### src/logic/rmsc_params.svh
`ifndef RMSC_PARAMS_SVH
`define RMSC_PARAMS_SVH
// procedure command handshake values and bits
`define RMSC_PC_SET_VAL 16'h0003
`define RMSC_PC_CLR_VAL 16'h0000
`define RMSC_PC_OK_VAL 16'h0003
`define RMSC_PC_BIT_ERR 3
`define RMSC_PC_BIT_CHG 5
`define RMSC_PC_ST_W 6
// element selectors
`define RMSC_ELEMENT_SELECTOR_OPDATA 3'h1
// telegram and service channel
`define RMSC_SC_WORDS 16'h0001
`define RMSC_SC_LAST_STEP 2'h3
`define RMSC_LAD_DEPTH 16
// phase numbers
`define RMSC_PH_HOLD_AT 2
`define RMSC_PH_LAST 4
`endif

### src/logic/rmsc_pkg.sv
package rmsc_pkg;
  typedef struct packed {
    logic wr;
    logic [2:0] element_selector;
    logic [15:0] idn;
    logic [15:0] data;
  } rmsc_req_t;
  typedef enum logic [2:0] {PH_P0, PH_P1, PH_P2, PH_HOLD, PH_P3, PH_P4, PH_RUN} rmsc_ph_t;
  typedef enum logic {CY_IDLE, CY_WAIT_AT} rmsc_cy_t;
  typedef enum logic [2:0] {PC_IDLE, PC_SET, PC_POLL, PC_CLR} rmsc_pc_t;
  typedef enum logic [1:0] {SRC_LAD, SRC_TOOL, SRC_PROC} rmsc_src_t;
endpackage

### src/logic/rmsc_if.sv
`timescale 1ns/1ns
interface rmsc_req_if;
  rmsc_pkg::rmsc_req_t req;
  logic valid;
  logic ready;
  modport src(output req, output valid, input ready);
  modport snk(input req, input valid, output ready);
endinterface

interface rmsc_ph_if #(parameter int DRV_W = 8);
  logic [2:0] phase;
  logic [4:0] done;
  logic [DRV_W-1:0] drv_sel;
  modport drv(output phase, output done, output drv_sel);
  modport mon(input phase, input done, input drv_sel);
endinterface

### src/logic/rmsc_fifo.sv
`timescale 1ns/1ns
module rmsc_fifo #(
  parameter int W = $bits(rmsc_pkg::rmsc_req_t),
  parameter int DEPTH = 16
) (
  // clock and reset
  input wire logic mclk,
  input wire logic rst_n,
  input wire logic ce,
  // fill side
  input wire logic in_valid,
  input wire logic [W-1:0] in_data,
  output logic in_ready,
  // drain side
  rmsc_req_if.src out_if
);
  localparam int PW = (DEPTH > 1) ? $clog2(DEPTH) : 1;
  localparam int CW = $clog2(DEPTH + 1);
  logic [W-1:0] mem_q [DEPTH];
  logic [PW-1:0] wr_q, rd_q;
  logic [CW-1:0] cnt_q, cnt_d;
  logic in_ready_q, out_valid_q;
  logic push, pop;

  function automatic logic [PW-1:0] nxt(input logic [PW-1:0] p);
    nxt = (p == PW'(DEPTH - 1)) ? '0 : p + PW'(1);
  endfunction

  assign push = in_valid & in_ready_q;
  assign pop = out_valid_q & out_if.ready;
  assign cnt_d = cnt_q + CW'(push) - CW'(pop);
  assign in_ready = in_ready_q;
  assign out_if.valid = out_valid_q;
  assign out_if.req = mem_q[rd_q];

  always_ff @(posedge mclk) begin
    if (ce && push) begin
      mem_q[wr_q] <= in_data;
    end
  end

  always_ff @(posedge mclk or negedge rst_n) begin
    if (!rst_n) begin
      wr_q <= '0;
      rd_q <= '0;
      cnt_q <= '0;
      in_ready_q <= 1'b1;
      out_valid_q <= 1'b0;
    end else if (ce) begin
      if (push) wr_q <= nxt(wr_q);
      if (pop) rd_q <= nxt(rd_q);
      cnt_q <= cnt_d;
      in_ready_q <= cnt_d != CW'(DEPTH);
      out_valid_q <= cnt_d != '0;
    end
  end
endmodule

### src/logic/rmsc_master.sv
`timescale 1ns/1ns
`include "rmsc_params.svh"
module rmsc_master #(
  parameter int DRV_W = 8,
  parameter int LAD_DEPTH = `RMSC_LAD_DEPTH
) (
  // clock and reset
  input wire logic mclk,
  input wire logic rst_n,
  input wire logic ce,
  // ring pins
  input wire logic ring_ok_pin,
  input wire logic drv_ack_pin,
  // cycle timing and telegrams
  input wire logic cyc_start,
  input wire logic at_last,
  input wire logic [15:0] at_sc_word,
  output logic mst_send,
  output logic mdt_send,
  output logic [15:0] mdt_sc_word,
  output logic cyc_xfer,
  output logic [15:0] tg_len,
  // startup
  input wire logic hold_cfg,
  input wire logic cont_req,
  input wire logic step_done,
  input wire logic [DRV_W-1:0] num_drv,
  output logic [2:0] phase,
  output logic [4:0] phase_done,
  output logic [DRV_W-1:0] drv_sel,
  // cyclic layout
  input wire logic cyc_cfg_wr,
  input wire logic [2:0] cyc_cfg_element_selector,
  input wire logic [7:0] cyc_cfg_words,
  output logic cyc_cfg_rej,
  output logic [7:0] cyc_words,
  // ladder requests
  input wire logic lad_valid,
  input wire rmsc_pkg::rmsc_req_t lad_req,
  output logic lad_ready,
  output logic lad_rej,
  // setup tool requests
  input wire logic tool_valid,
  input wire rmsc_pkg::rmsc_req_t tool_req,
  output logic tool_ready,
  // answers
  output logic rsp_valid,
  output logic rsp_tool,
  output logic [15:0] rsp_data,
  // procedure command
  input wire logic pc_start,
  input wire logic [15:0] pc_idn,
  output logic pc_busy,
  output logic pc_done,
  output logic pc_err,
  output logic [`RMSC_PC_ST_W-1:0] pc_status
);
  logic [2:0] ring_s_q, ack_s_q;
  logic ring_f_q, ack_f_q;
  rmsc_pkg::rmsc_cy_t cy_q;
  logic mst_q, mdt_q, cyc_xfer_q;
  logic [15:0] mdt_word_q, tg_len_q;
  logic [7:0] cyc_words_q;
  logic cyc_rej_q, lad_rej_q, tool_rdy_q;
  logic sc_busy_q;
  logic [1:0] step_q;
  rmsc_pkg::rmsc_src_t src_q;
  rmsc_pkg::rmsc_req_t cur_q, pc_req;
  logic rsp_v_q, rsp_tool_q;
  logic [15:0] rsp_data_q;
  rmsc_pkg::rmsc_pc_t pc_q;
  logic pc_issued_q, pc_done_q, pc_err_q, pc_busy_q;
  logic [2:0] phase_q;
  logic [`RMSC_PC_ST_W-1:0] pc_st_q;
  logic sc_ok, cyc_ok, start, pick_lad, pick_pc, pick_tool, fin;
  logic pc_want;

  rmsc_ph_if #(.DRV_W(DRV_W)) ph_if();
  rmsc_req_if lad_if();

  // pins: three stages, taken once the last two agree
  always_ff @(posedge mclk or negedge rst_n) begin
    if (!rst_n) begin
      ring_s_q <= 3'h0;
      ack_s_q <= 3'h0;
      ring_f_q <= 1'b0;
      ack_f_q <= 1'b0;
    end else if (ce) begin
      ring_s_q <= {ring_s_q[1:0], ring_ok_pin};
      ack_s_q <= {ack_s_q[1:0], drv_ack_pin};
      if (ring_s_q[1] == ring_s_q[2]) ring_f_q <= ring_s_q[2];
      if (ack_s_q[1] == ack_s_q[2]) ack_f_q <= ack_s_q[2];
    end
  end

  rmsc_phase #(.DRV_W(DRV_W)) u_phase (
    .mclk(mclk),
    .rst_n(rst_n),
    .ce(ce),
    .ring_ok(ring_f_q),
    .drv_ack(ack_f_q),
    .cyc_tick(cyc_start),
    .step_done(step_done),
    .hold_cfg(hold_cfg),
    .cont_req(cont_req),
    .num_drv(num_drv),
    .ph(ph_if.drv)
  );

  rmsc_fifo #(.W($bits(rmsc_pkg::rmsc_req_t)), .DEPTH(LAD_DEPTH)) u_lad_q (
    .mclk(mclk),
    .rst_n(rst_n),
    .ce(ce),
    .in_valid(lad_valid),
    .in_data(lad_req),
    .in_ready(lad_ready),
    .out_if(lad_if.src)
  );

  assign sc_ok = ph_if.done[`RMSC_PH_HOLD_AT];
  assign cyc_ok = ph_if.done[`RMSC_PH_LAST];
  // phase number is decoded in the sequencer; register it for a clean pin
  always_ff @(posedge mclk or negedge rst_n) begin
    if (!rst_n) begin
      phase_q <= 3'h0;
    end else if (ce) begin
      phase_q <= ph_if.phase;
    end
  end

  assign phase = phase_q;
  assign phase_done = ph_if.done;
  assign drv_sel = ph_if.drv_sel;

  // transfers open only at a cycle boundary, one at a time
  assign start = ce && cyc_start && cy_q == rmsc_pkg::CY_IDLE && !sc_busy_q && sc_ok;
  assign pc_want = pc_q != rmsc_pkg::PC_IDLE && !pc_issued_q;
  assign pick_lad = start && lad_if.valid;
  assign pick_pc = start && !lad_if.valid && pc_want;
  assign pick_tool = start && !lad_if.valid && !pc_want && tool_valid;
  assign lad_if.ready = pick_lad;
  assign fin = ce && at_last && cy_q == rmsc_pkg::CY_WAIT_AT && sc_busy_q
    && step_q == `RMSC_SC_LAST_STEP;

  always_comb begin
    pc_req.wr = pc_q != rmsc_pkg::PC_POLL;
    pc_req.element_selector = `RMSC_ELEMENT_SELECTOR_OPDATA;
    pc_req.idn = pc_idn;
    pc_req.data = (pc_q == rmsc_pkg::PC_SET) ? `RMSC_PC_SET_VAL : `RMSC_PC_CLR_VAL;
  end

  // telegram order within a cycle: sync, drive telegrams, then data
  always_ff @(posedge mclk or negedge rst_n) begin
    if (!rst_n) begin
      cy_q <= rmsc_pkg::CY_IDLE;
      mst_q <= 1'b0;
      mdt_q <= 1'b0;
      cyc_xfer_q <= 1'b0;
    end else if (ce) begin
      mst_q <= 1'b0;
      mdt_q <= 1'b0;
      cyc_xfer_q <= 1'b0;
      unique case (cy_q)
        rmsc_pkg::CY_IDLE: if (cyc_start) begin
          mst_q <= 1'b1;
          cy_q <= rmsc_pkg::CY_WAIT_AT;
        end
        rmsc_pkg::CY_WAIT_AT: if (at_last) begin
          mdt_q <= 1'b1;
          cyc_xfer_q <= cyc_ok;
          cy_q <= rmsc_pkg::CY_IDLE;
        end
      endcase
    end
  end

  // length fixed by the layout; the service word is always counted
  always_ff @(posedge mclk or negedge rst_n) begin
    if (!rst_n) begin
      tg_len_q <= `RMSC_SC_WORDS;
    end else if (ce) begin
      tg_len_q <= `RMSC_SC_WORDS + (cyc_ok ? {8'h00, cyc_words_q} : 16'h0000);
    end
  end

  always_ff @(posedge mclk or negedge rst_n) begin
    if (!rst_n) begin
      cyc_words_q <= 8'h00;
      cyc_rej_q <= 1'b0;
    end else if (ce) begin
      cyc_rej_q <= 1'b0;
      if (cyc_cfg_wr) begin
        if (cyc_ok || cyc_cfg_element_selector != `RMSC_ELEMENT_SELECTOR_OPDATA) begin
          cyc_rej_q <= 1'b1;
        end else begin
          cyc_words_q <= cyc_cfg_words;
        end
      end
    end
  end

  // service engine: idn, element, data out; answer in the next drive telegram
  always_ff @(posedge mclk or negedge rst_n) begin
    if (!rst_n) begin
      sc_busy_q <= 1'b0;
      step_q <= 2'h0;
      src_q <= rmsc_pkg::SRC_LAD;
      cur_q <= '0;
      mdt_word_q <= 16'h0000;
    end else if (ce) begin
      if (pick_lad || pick_pc || pick_tool) begin
        sc_busy_q <= 1'b1;
        step_q <= 2'h0;
        src_q <= pick_lad ? rmsc_pkg::SRC_LAD
          : (pick_pc ? rmsc_pkg::SRC_PROC : rmsc_pkg::SRC_TOOL);
        cur_q <= pick_lad ? lad_if.req : (pick_pc ? pc_req : tool_req);
      end else if (at_last && cy_q == rmsc_pkg::CY_WAIT_AT) begin
        mdt_word_q <= 16'h0000;
        if (sc_busy_q) begin
          unique case (step_q)
            2'h0: mdt_word_q <= cur_q.idn;
            2'h1: mdt_word_q <= {12'h000, cur_q.element_selector, cur_q.wr};
            2'h2: mdt_word_q <= cur_q.wr ? cur_q.data : 16'h0000;
            2'h3: sc_busy_q <= 1'b0;
          endcase
          if (step_q != `RMSC_SC_LAST_STEP) step_q <= step_q + 2'h1;
        end
      end
    end
  end

  always_ff @(posedge mclk or negedge rst_n) begin
    if (!rst_n) begin
      rsp_v_q <= 1'b0;
      rsp_tool_q <= 1'b0;
      rsp_data_q <= 16'h0000;
      tool_rdy_q <= 1'b0;
      lad_rej_q <= 1'b0;
    end else if (ce) begin
      tool_rdy_q <= pick_tool;
      lad_rej_q <= lad_valid && !lad_ready;
      rsp_v_q <= fin && src_q != rmsc_pkg::SRC_PROC;
      if (fin) begin
        rsp_tool_q <= src_q == rmsc_pkg::SRC_TOOL;
        rsp_data_q <= at_sc_word;
      end
    end
  end

  // procedure handshake: set, poll until finished or failed, then cancel
  always_ff @(posedge mclk or negedge rst_n) begin
    if (!rst_n) begin
      pc_q <= rmsc_pkg::PC_IDLE;
      pc_busy_q <= 1'b0;
      pc_issued_q <= 1'b0;
      pc_done_q <= 1'b0;
      pc_err_q <= 1'b0;
      pc_st_q <= '0;
    end else if (ce) begin
      pc_done_q <= 1'b0;
      if (pick_pc) pc_issued_q <= 1'b1;
      if (pc_q == rmsc_pkg::PC_IDLE && pc_start) begin
        pc_q <= rmsc_pkg::PC_SET;
        pc_busy_q <= 1'b1;
        pc_err_q <= 1'b0;
      end else if (fin && src_q == rmsc_pkg::SRC_PROC) begin
        pc_issued_q <= 1'b0;
        unique case (pc_q)
          rmsc_pkg::PC_SET: pc_q <= rmsc_pkg::PC_POLL;
          rmsc_pkg::PC_POLL: begin
            pc_st_q <= at_sc_word[`RMSC_PC_ST_W-1:0];
            // change flag in bit five must not hide a finished status
            if (at_sc_word[4:0] == 5'(`RMSC_PC_OK_VAL) || at_sc_word[`RMSC_PC_BIT_ERR]) begin
              pc_err_q <= at_sc_word[`RMSC_PC_BIT_ERR];
              pc_q <= rmsc_pkg::PC_CLR;
            end
          end
          rmsc_pkg::PC_CLR: begin
            pc_q <= rmsc_pkg::PC_IDLE;
            pc_busy_q <= 1'b0;
            pc_done_q <= 1'b1;
          end
          default: begin
            pc_q <= rmsc_pkg::PC_IDLE;
            pc_busy_q <= 1'b0;
          end
        endcase
      end
    end
  end

  assign mst_send = mst_q;
  assign mdt_send = mdt_q;
  assign mdt_sc_word = mdt_word_q;
  assign cyc_xfer = cyc_xfer_q;
  assign tg_len = tg_len_q;
  assign cyc_cfg_rej = cyc_rej_q;
  assign cyc_words = cyc_words_q;
  assign lad_rej = lad_rej_q;
  assign tool_ready = tool_rdy_q;
  assign rsp_valid = rsp_v_q;
  assign rsp_tool = rsp_tool_q;
  assign rsp_data = rsp_data_q;
  assign pc_busy = pc_busy_q;
  assign pc_done = pc_done_q;
  assign pc_err = pc_err_q;
  assign pc_status = pc_st_q;
endmodule

### src/logic/rmsc_phase.sv
`timescale 1ns/1ns
`include "rmsc_params.svh"
module rmsc_phase #(
  parameter int DRV_W = 8
) (
  // clock and reset
  input wire logic mclk,
  input wire logic rst_n,
  input wire logic ce,
  // ring state and drive acknowledge, filtered; cycle tick unfiltered
  input wire logic ring_ok,
  input wire logic drv_ack,
  input wire logic cyc_tick,
  // startup control
  input wire logic step_done,
  input wire logic hold_cfg,
  input wire logic cont_req,
  input wire logic [DRV_W-1:0] num_drv,
  // status
  rmsc_ph_if.drv ph
);
  rmsc_pkg::rmsc_ph_t st_q;
  logic [4:0] done_q;
  logic [DRV_W-1:0] idx_q;
  logic ack_d1_q;
  logic ack_rise;

  assign ack_rise = drv_ack & ~ack_d1_q;
  assign ph.done = done_q;
  assign ph.drv_sel = idx_q;

  always_comb begin
    unique case (st_q)
      rmsc_pkg::PH_P0: ph.phase = 3'h0;
      rmsc_pkg::PH_P1: ph.phase = 3'h1;
      rmsc_pkg::PH_P2, rmsc_pkg::PH_HOLD: ph.phase = 3'h2;
      rmsc_pkg::PH_P3: ph.phase = 3'h3;
      default: ph.phase = 3'h4;
    endcase
  end

  always_ff @(posedge mclk or negedge rst_n) begin
    if (!rst_n) begin
      ack_d1_q <= 1'b0;
    end else if (ce) begin
      ack_d1_q <= drv_ack;
    end
  end

  // losing the ring restarts the whole climb from phase 0
  always_ff @(posedge mclk or negedge rst_n) begin
    if (!rst_n) begin
      st_q <= rmsc_pkg::PH_P0;
      done_q <= 5'h00;
      idx_q <= '0;
    end else if (ce) begin
      if (!ring_ok && st_q != rmsc_pkg::PH_P0) begin
        st_q <= rmsc_pkg::PH_P0;
        done_q <= 5'h00;
        idx_q <= '0;
      end else begin
        unique case (st_q)
          rmsc_pkg::PH_P0: if (cyc_tick && ring_ok) begin
            done_q[0] <= 1'b1;
            idx_q <= '0;
            st_q <= rmsc_pkg::PH_P1;
          end
          rmsc_pkg::PH_P1: if (ack_rise) begin
            if (idx_q + DRV_W'(1) >= num_drv) begin
              done_q[1] <= 1'b1;
              st_q <= rmsc_pkg::PH_P2;
            end else begin
              idx_q <= idx_q + DRV_W'(1);
            end
          end
          rmsc_pkg::PH_P2: if (step_done) begin
            done_q[`RMSC_PH_HOLD_AT] <= 1'b1;
            st_q <= hold_cfg ? rmsc_pkg::PH_HOLD : rmsc_pkg::PH_P3;
          end
          rmsc_pkg::PH_HOLD: if (cont_req) begin
            st_q <= rmsc_pkg::PH_P3;
          end
          rmsc_pkg::PH_P3: if (step_done) begin
            done_q[3] <= 1'b1;
            st_q <= rmsc_pkg::PH_P4;
          end
          rmsc_pkg::PH_P4: if (step_done) begin
            done_q[`RMSC_PH_LAST] <= 1'b1;
            st_q <= rmsc_pkg::PH_RUN;
          end
          rmsc_pkg::PH_RUN: ;
        endcase
      end
    end
  end
endmodule

### config.mk
export PLATFORM = sky130hd
export DESIGN_NAME = rmsc_master
export DESIGN_NICKNAME = d
export VERILOG_FILES = /design/src/logic/rmsc_pkg.sv /design/src/logic/rmsc_if.sv /design/src/logic/rmsc_fifo.sv /design/src/logic/rmsc_master.sv /design/src/logic/rmsc_phase.sv
export VERILOG_INCLUDE_DIRS = /design/src /design/src/logic
export SDC_FILE = /design/constraint.sdc
export NUM_CORES = 1
export LEC_CHECK = 0
export ABC_AREA = 1
export BUFFER_PORTS_ARGS = -buffer_cell sky130_fd_sc_hd__buf_4
export CAP_MARGIN = 20
export CORE_ASPECT_RATIO = 0.8
export CORE_MARGIN = 4
export CORE_UTILIZATION = 50
export CTS_CLUSTER_DIAMETER = 200
export CTS_CLUSTER_SIZE = 30
export DETAILED_ROUTE_END_ITERATION = 8
export PLACE_DENSITY = 0.72
export SETUP_SLACK_MARGIN = 0.3
export SYNTH_ARGS = -nofsm -noshare
export SYNTH_HDL_FRONTEND = slang
export SYNTH_SLANG_ARGS = --single-unit
### constraint.sdc
create_clock -name mclk -period 3.1 [get_ports mclk]
set_clock_uncertainty 0.1 [all_clocks]
set_input_delay 0.155 -clock mclk [delete_from_list [all_inputs] [get_ports mclk]]
set_output_delay 0.155 -clock mclk [all_outputs]
set_load 0.01 [all_outputs]
## Yosys cells after proc, flatten, opt, wreduce, memory -nomap -nowiden

Memories as Yosys holds them, arrays and structs flattened.
Cells that the tools add are included.

- Logic and storage cells: 246
- Bits in read-only memories: 0
- Input port bits: 137
- Bits in writable memories: 576
- Output and inout port bits: 90
- Register bits after elaboration: 162
- Latch bits: 0
- Memories kept: 1

- Equal/unequal tests: 33
- Multiplexer cells: 74
- Add/subtract/negate cells: 7
- Reductions and logical operators: 78
- Divide/modulo/power cells: 0
- Bitwise logic cells: 8
- $lt $le $gt $ge: 1
- Shift operators: 0
- Multiply operators: 0

Memories:

| memory | depth | bits a word | read ports | clocked after Yosys merged registers in | wr ports | RTL line | source |
|---|---|---|---|---|---|---|---|
| u_lad_q.mem_q | 16 | 36 | 1 | 0 | 1 | rmsc_fifo.sv:19 | `logic [W-1:0] mem_q [DEPTH];` |

Operator list:

| cell | count |
|---|---|
| 36-bit 2-to-1 mux | 2 |
| 16-bit case mux with 3 select lines | 1 |
| 8-bit 2-to-1 mux | 5 |
| 1-bit 2-to-1 mux | 37 |
| 3-bit 2-to-1 mux | 12 |
| 16-bit 2-to-1 mux | 2 |
| 2-bit nonzero test | 15 |
| 3-bit AND reduction | 8 |
| 1-bit logical AND | 22 |
| 3-bit by 2-bit != test with 1-bit output (second input constant) | 6 |
| 3-bit case mux with 6 select lines | 1 |
| 8-bit case mux with 2 select lines | 1 |
| 4-bit AND reduction | 4 |
| 2-bit 2-to-1 mux | 7 |
| 2-bit AND reduction | 7 |
| 3-bit by 2-bit == test with 1-bit output (second input constant) | 4 |
| 3-bit by 1-bit != test with 1-bit output (second input constant) | 4 |
| 3-bit case mux with 4 select lines | 1 |
| 1-bit by 8-bit adder with 9-bit output (first input constant) | 1 |
| 9-bit AND reduction | 1 |
| 3-bit nonzero test | 3 |
| 4-bit by 1-bit adder with 4-bit output (second input constant) | 2 |
| 8-bit by 1-bit adder with 8-bit output (second input constant) | 1 |
| 4-bit == test (second input constant) | 2 |
| other kinds (28) | 52 |

## Logic depth before layout (Yosys ltp)

- Depth after elaboration: 10
- Mapped depth: 16
- Gate-level depth less buffers: 15

## Modules after synthesis

From an unflattened synthesis, not the netlist that was laid out.

- Cells, all modules: 3020
- Area total of the unflattened synthesis: 31402.6 sq um

Modules (own cells, without submodules):

| module | instances | area each (sq um) | cells each | seq. area each (sq um) |
|---|---|---|---|---|
| rmsc_fifo | 1 | 24151.9 | 2090 | 17673.2 |
| rmsc_master | 1 | 5864.4 | 728 | 3054.2 |
| rmsc_phase | 1 | 1386.3 | 202 | 425.4 |

## Worst setup path after synthesis

OpenSTA, ideal clock, no wires.

- Kind: flip-flop to flip-flop
- Start: reg u_lad_q.in_ready_q, in the netlist u_lad_q.in_ready
- End: mem u_lad_q.mem_q[11][0] (netlist name) (enable)
- Period minus slack after synthesis: 3.220 ns
- Data required time: 2.571 ns
- Data arrival time: 2.691 ns
- Buffers on the path: 0
- Slack: -0.120 ns
- Library setup time: 0.429 ns
- Stages on the path, launching flop included: 5
- Cell sequence: dfstp_2 > nand2_1 > nor2_1 > nand2_1 > nor2_1

- Longest elaborated chain between the ends: 4

Ends and longest elaborated chain:

| what | RTL line | source |
|---|---|---|
| start, declared | rmsc_fifo.sv:22 | `logic in_ready_q, out_valid_q;` |
| start signal, assigned | rmsc_fifo.sv:53 | `in_ready_q <= cnt_d != CW'(DEPTH);` |
| 1-bit bitwise AND | rmsc_fifo.sv:29 | `assign push = in_valid & in_ready_q;` |
| 1-bit logical AND | rmsc_fifo.sv:37 | `if (ce && push) begin` |
| 1-bit 2-to-1 mux | rmsc_fifo.sv:37 |  |
| 1-bit 2-to-1 mux (implied by the code) | rmsc_fifo.sv:38 | `mem_q[wr_q] <= in_data;` |
| end, declared | rmsc_fifo.sv:19 |  |

No other way between the ends.

## Worst setup path in the final report

- Start: reg pc_q[0]
- End: reg cur_q[32] (netlist name)

- Longest elaborated chain between the ends: 7
- Elaborated cells between the ends (all ways): 11
- Classes of those cells: mux: 2; reduce/logical: 9

Ends and longest elaborated chain:

| what | RTL line | source |
|---|---|---|
| start, declared | rmsc_master.sv:71 | `rmsc_pkg::rmsc_pc_t pc_q;` |
| start signal, assigned | rmsc_master.sv:253 | `pc_q <= rmsc_pkg::PC_IDLE;` |
| start signal, assigned | rmsc_master.sv:263 | `pc_q <= rmsc_pkg::PC_SET;` |
| start signal, assigned | rmsc_master.sv:269 | `rmsc_pkg::PC_SET: pc_q <= rmsc_pkg::PC_POLL;` |
| 3-bit nonzero test (*) | rmsc_master.sv:137 | `assign pc_want = pc_q != rmsc_pkg::PC_IDLE && !pc_issued_q;` |
| 1-bit logical AND (*) | rmsc_master.sv:137 |  |
| 1-bit zero test | rmsc_master.sv:140 | `assign pick_tool = start && !lad_if.valid && !pc_want && tool_valid;` |
| 1-bit logical AND (2 in a row) | rmsc_master.sv:140 |  |
| 1-bit logical OR | rmsc_master.sv:211 | `if (pick_lad \|\| pick_pc \|\| pick_tool) begin` |
| 2-bit AND reduction (no line) | - |  |
| end signal, assigned | rmsc_master.sv:216 | `cur_q <= pick_lad ? lad_if.req : (pick_pc ? pc_req : tool_req);` |
| end, declared | rmsc_master.sv:68 | `rmsc_pkg::rmsc_req_t cur_q, pc_req;` |

Every way passes the cells marked *; elsewhere a longest branch is shown, timed or not.
A chain may end at the register's enable or synchronous reset.

==> results.toml <==
[die]
start_util = 0.5077
die_w_um = 287.2
io_pins = 227
fp.dieH_um = 231.4
rows = 81
coreArea_um2 = 61420
die_area_um2 = 66450

[setup_path]
crit_path_cell_trace = "inv_1, ha_1, nor2_4, nor2_1, nand3_2, o21ai_0, nand2_1, nand2_1, dlygate4sd3_1"
cp_common_cell = "nand2_1"
setup.worst_path.end_class = "register"
slowest_stage = "dlygate4sd3_1"
max_stage_delay_ps = 560
cp-start-kind = "register"
critPathArrivalTime_ps = 3160
crit_type = "reg -> reg"
cp_max_fo = 19
crit_required_ps = 3540

[synthesis]
yosysUniqueCellTypes = 46
yosys.area.top_type_share = 0.5547
syn_area_um2 = 31180
yosys_warnings = 0
synth_top_cell_by_area = "edfxtp_1"
synth.top_cells.by_area = "edfxtp_1 (55%), nand2_1 (13%), dfrtp_1 (12%)"
synth.ff_latch_count = 730
ys_seq_area_frac = 0.6784
syn_area_per_cell_um2 = 10.44
syn_inst = 2987

[pwr]
powerDensity_nw_per_um2 = 719.6
peakVddDrop_uv = 433.1
p_leak_nw = 14.96

[sta]
finalCritPeriodShare = 0.8765
hold_violations = 0
setup_viol = 0
slew_headroom = 0.4307
whs_ps = 18.70
fin_ws_ps = 382.8
max_freq_ghz = 0.3680
finalSetupTns_ps = 0
min_period_ps = 2717
slew_violations = 0
rsz0062_at_grt = "true"
tightestPinTransition_ps = 853.9

[global_routing]
grtUsageTotal = 0.2421
grt_start_max_net_pins = 96
grt_pass1_wl_um = 125400
antenna_found_initial = 8
grt_pass1_vias = 21950
grt_overflow = 0

[placed_design]
gp_congestion = 0.8769
dpl.cell_count = 3946
io_buffers = 219
hpwlAfterDp_um = 48470
place_area_um2 = 33890
pre_cts_ws_ps = 437.8

[routing]
wire_per_inst_um = 19.91
drt_iter0_markers = 2616
vias_per_cell = 5.473
via_count = 22730
routed_wirelength_um = 82700
dr.pass1.iters = 6
antenna_left = 0
remaining_drc_errors = 0

[cts]
cts.sinks = 730
cts_made_buffers = 28
cts_max_level = 1
clockBufferDepth = 3
cts-root-buf = "clkbuf_16"
cts_tree = "done"
clk_latency_ps = 630
cts.reportedPaths.clkPinSlew_ps = 120

[layout]
final_layout_size_suffix_gt1_frac = 0.1094
nets = 3463
area_growth_syn_to_layout_pct = 16.32
fin_area_um2 = 36270
finalNonFillerCells = 4154
nFillCells = 4911

[job]
drv_cap = 0

[hold_path]
hold_class = "in -> async"

[run_status]
status = "complete, no violations"
[cells by family after synthesis]
logic type      count (synthesis)  synth area share
fa+ha+maj                      29           0.01188
mux                             3          0.001083
flops                         730            0.6784
other cells                     1         0.0001203
simple gates                 1631            0.2135
xor+xnor                       13          0.003652
compound gates                227           0.04045
buf+inv                       353           0.05096
[what timing repair did]
| item | in CTS | in global routing |
|---|---|---|
| setup endpoints to repair | 0 | 15 |
| hold buffers | 144 | 0 |
| gates resized for setup | 0 | 8 |
| endpoints found under the hold margin | 785 | 0 |
| setup buffers | 0 | 5 |
[cell type report]
type	instances	area [µm²]	area share
diodes	5	12.51	0.0003450
clock buffers	50	783.3	0.02160
clock inverters	2	36.28	0.001000
inverters	199	755.7	0.02084
multi-input cells	1910	8605	0.2372
flip-flops and latches	730	21160	0.5834
well taps	830	1039	0.02863
repair buffers	428	3880	0.1070
[critical path: cells and delay by family, from the launching register on]
family	cells	cell delay (ps)
flops	1	420
fa+ha+maj	1	260
buf+inv	2	670
simple gates	5	850
compound gates	1	310
[placed cells by master, fill, tap and decap left out, types with 4 or more instances in the layout]
| cell type | instances |
|---|---|
| edfxtp_1 | 576 |
| nor3_1 | 7 |
| o211ai_1 | 11 |
| diode_2 | 5 |
| xor2_1 | 9 |
| clkbuf_1 | 22 |
| dfrtp_1 | 149 |
| conb_1 | 7 |
| inv_1 | 191 |
| ha_1 | 28 |
| clkbuf_16 | 29 |
| a21oi_1 | 60 |
| o21ai_1 | 8 |
| buf_12 | 19 |
| inv_2 | 5 |
| buf_4 | 259 |
| nand2_1 | 1041 |
| xnor2_1 | 4 |
| nor2_1 | 223 |
| nand3b_1 | 4 |
| nand4_1 | 8 |
| nor2_4 | 19 |
| o21ai_0 | 122 |
| a22o_1 | 14 |
| nand3_1 | 316 |
| dlygate4sd3_1 | 144 |
[stage by stage]
step	power (mW)	util
floorplan	18.15	-
global placement	21.00	0.5517
detailed placement	21.30	0.5517
CTS	26.01	0.5886
global route	27.61	0.5906
finish	26.10	0.5906
[power by group]
group	internal, mW	leakage, nW	total [mW]	switching [mW]
clock	1.77	0.388	4.64	2.87
combinational	2.96	7.41	9.27	6.30
sequential	11.5	7.16	12.2	0.644
[sequential cells by signal (all words and copies together) (netlist names), 6 cells and up]
| register | flops |
|---|---|
| rsp_data | 16 |
| u_phase.ph.drv_sel | 8 |
| pc_status | 6 |
| mdt_sc_word | 16 |
| tg_len | 9 |
| u_lad_q.mem_q | 576 |
| cur_q | 36 |
| cyc_words | 8 |
[worst paths after layout]
kind	cells past startpoint	slack, ps	end	start
worst max-delay path	9	380	cur_q[32]	pc_q[0]
worst min-delay path	2	20	u_phase.ph.drv_sel[6]	rst_n
worst max register to register	9	380	cur_q[32]	pc_q[0]
worst min register to register	2	390	ring_s_q[0]	ring_s_q[0]
max in group asynchronous	3	2010	cur_q[17]	rst_n
min in group mclk	4	90	cyc_words[5]	cyc_cfg_element_selector[2]
[synth_stat cells, drive strengths merged]
cell type and number:
a21oi 61, a22o 14, a22oi 2, a31oi 1, a41oi 1, buf 104, clkbuf 50, clkinv 1
conb 1, dfrtp 152, dfstp 2, edfxtp 576, fa 1, ha 28, inv 198, mux2 3
nand2 1044, nand3 321, nand3b 4, nand4 8, nor2 246, nor3 7, nor4 1, o211ai 11
o21a 1, o21ai 131, o21bai 1, o22ai 1, o31ai 3, xnor2 4, xor2 9
[metal layers]
metal	vias up	part of all wire	global-route usage
li1	10520	-	-
met1	11060	0.40	0.3281
met2	990	0.49	0.4047
met3	158	0.082	0.03992
met4	6	0.030	0.07540
met5	-	0.00050	0
(Power assumes the default switching activity.)
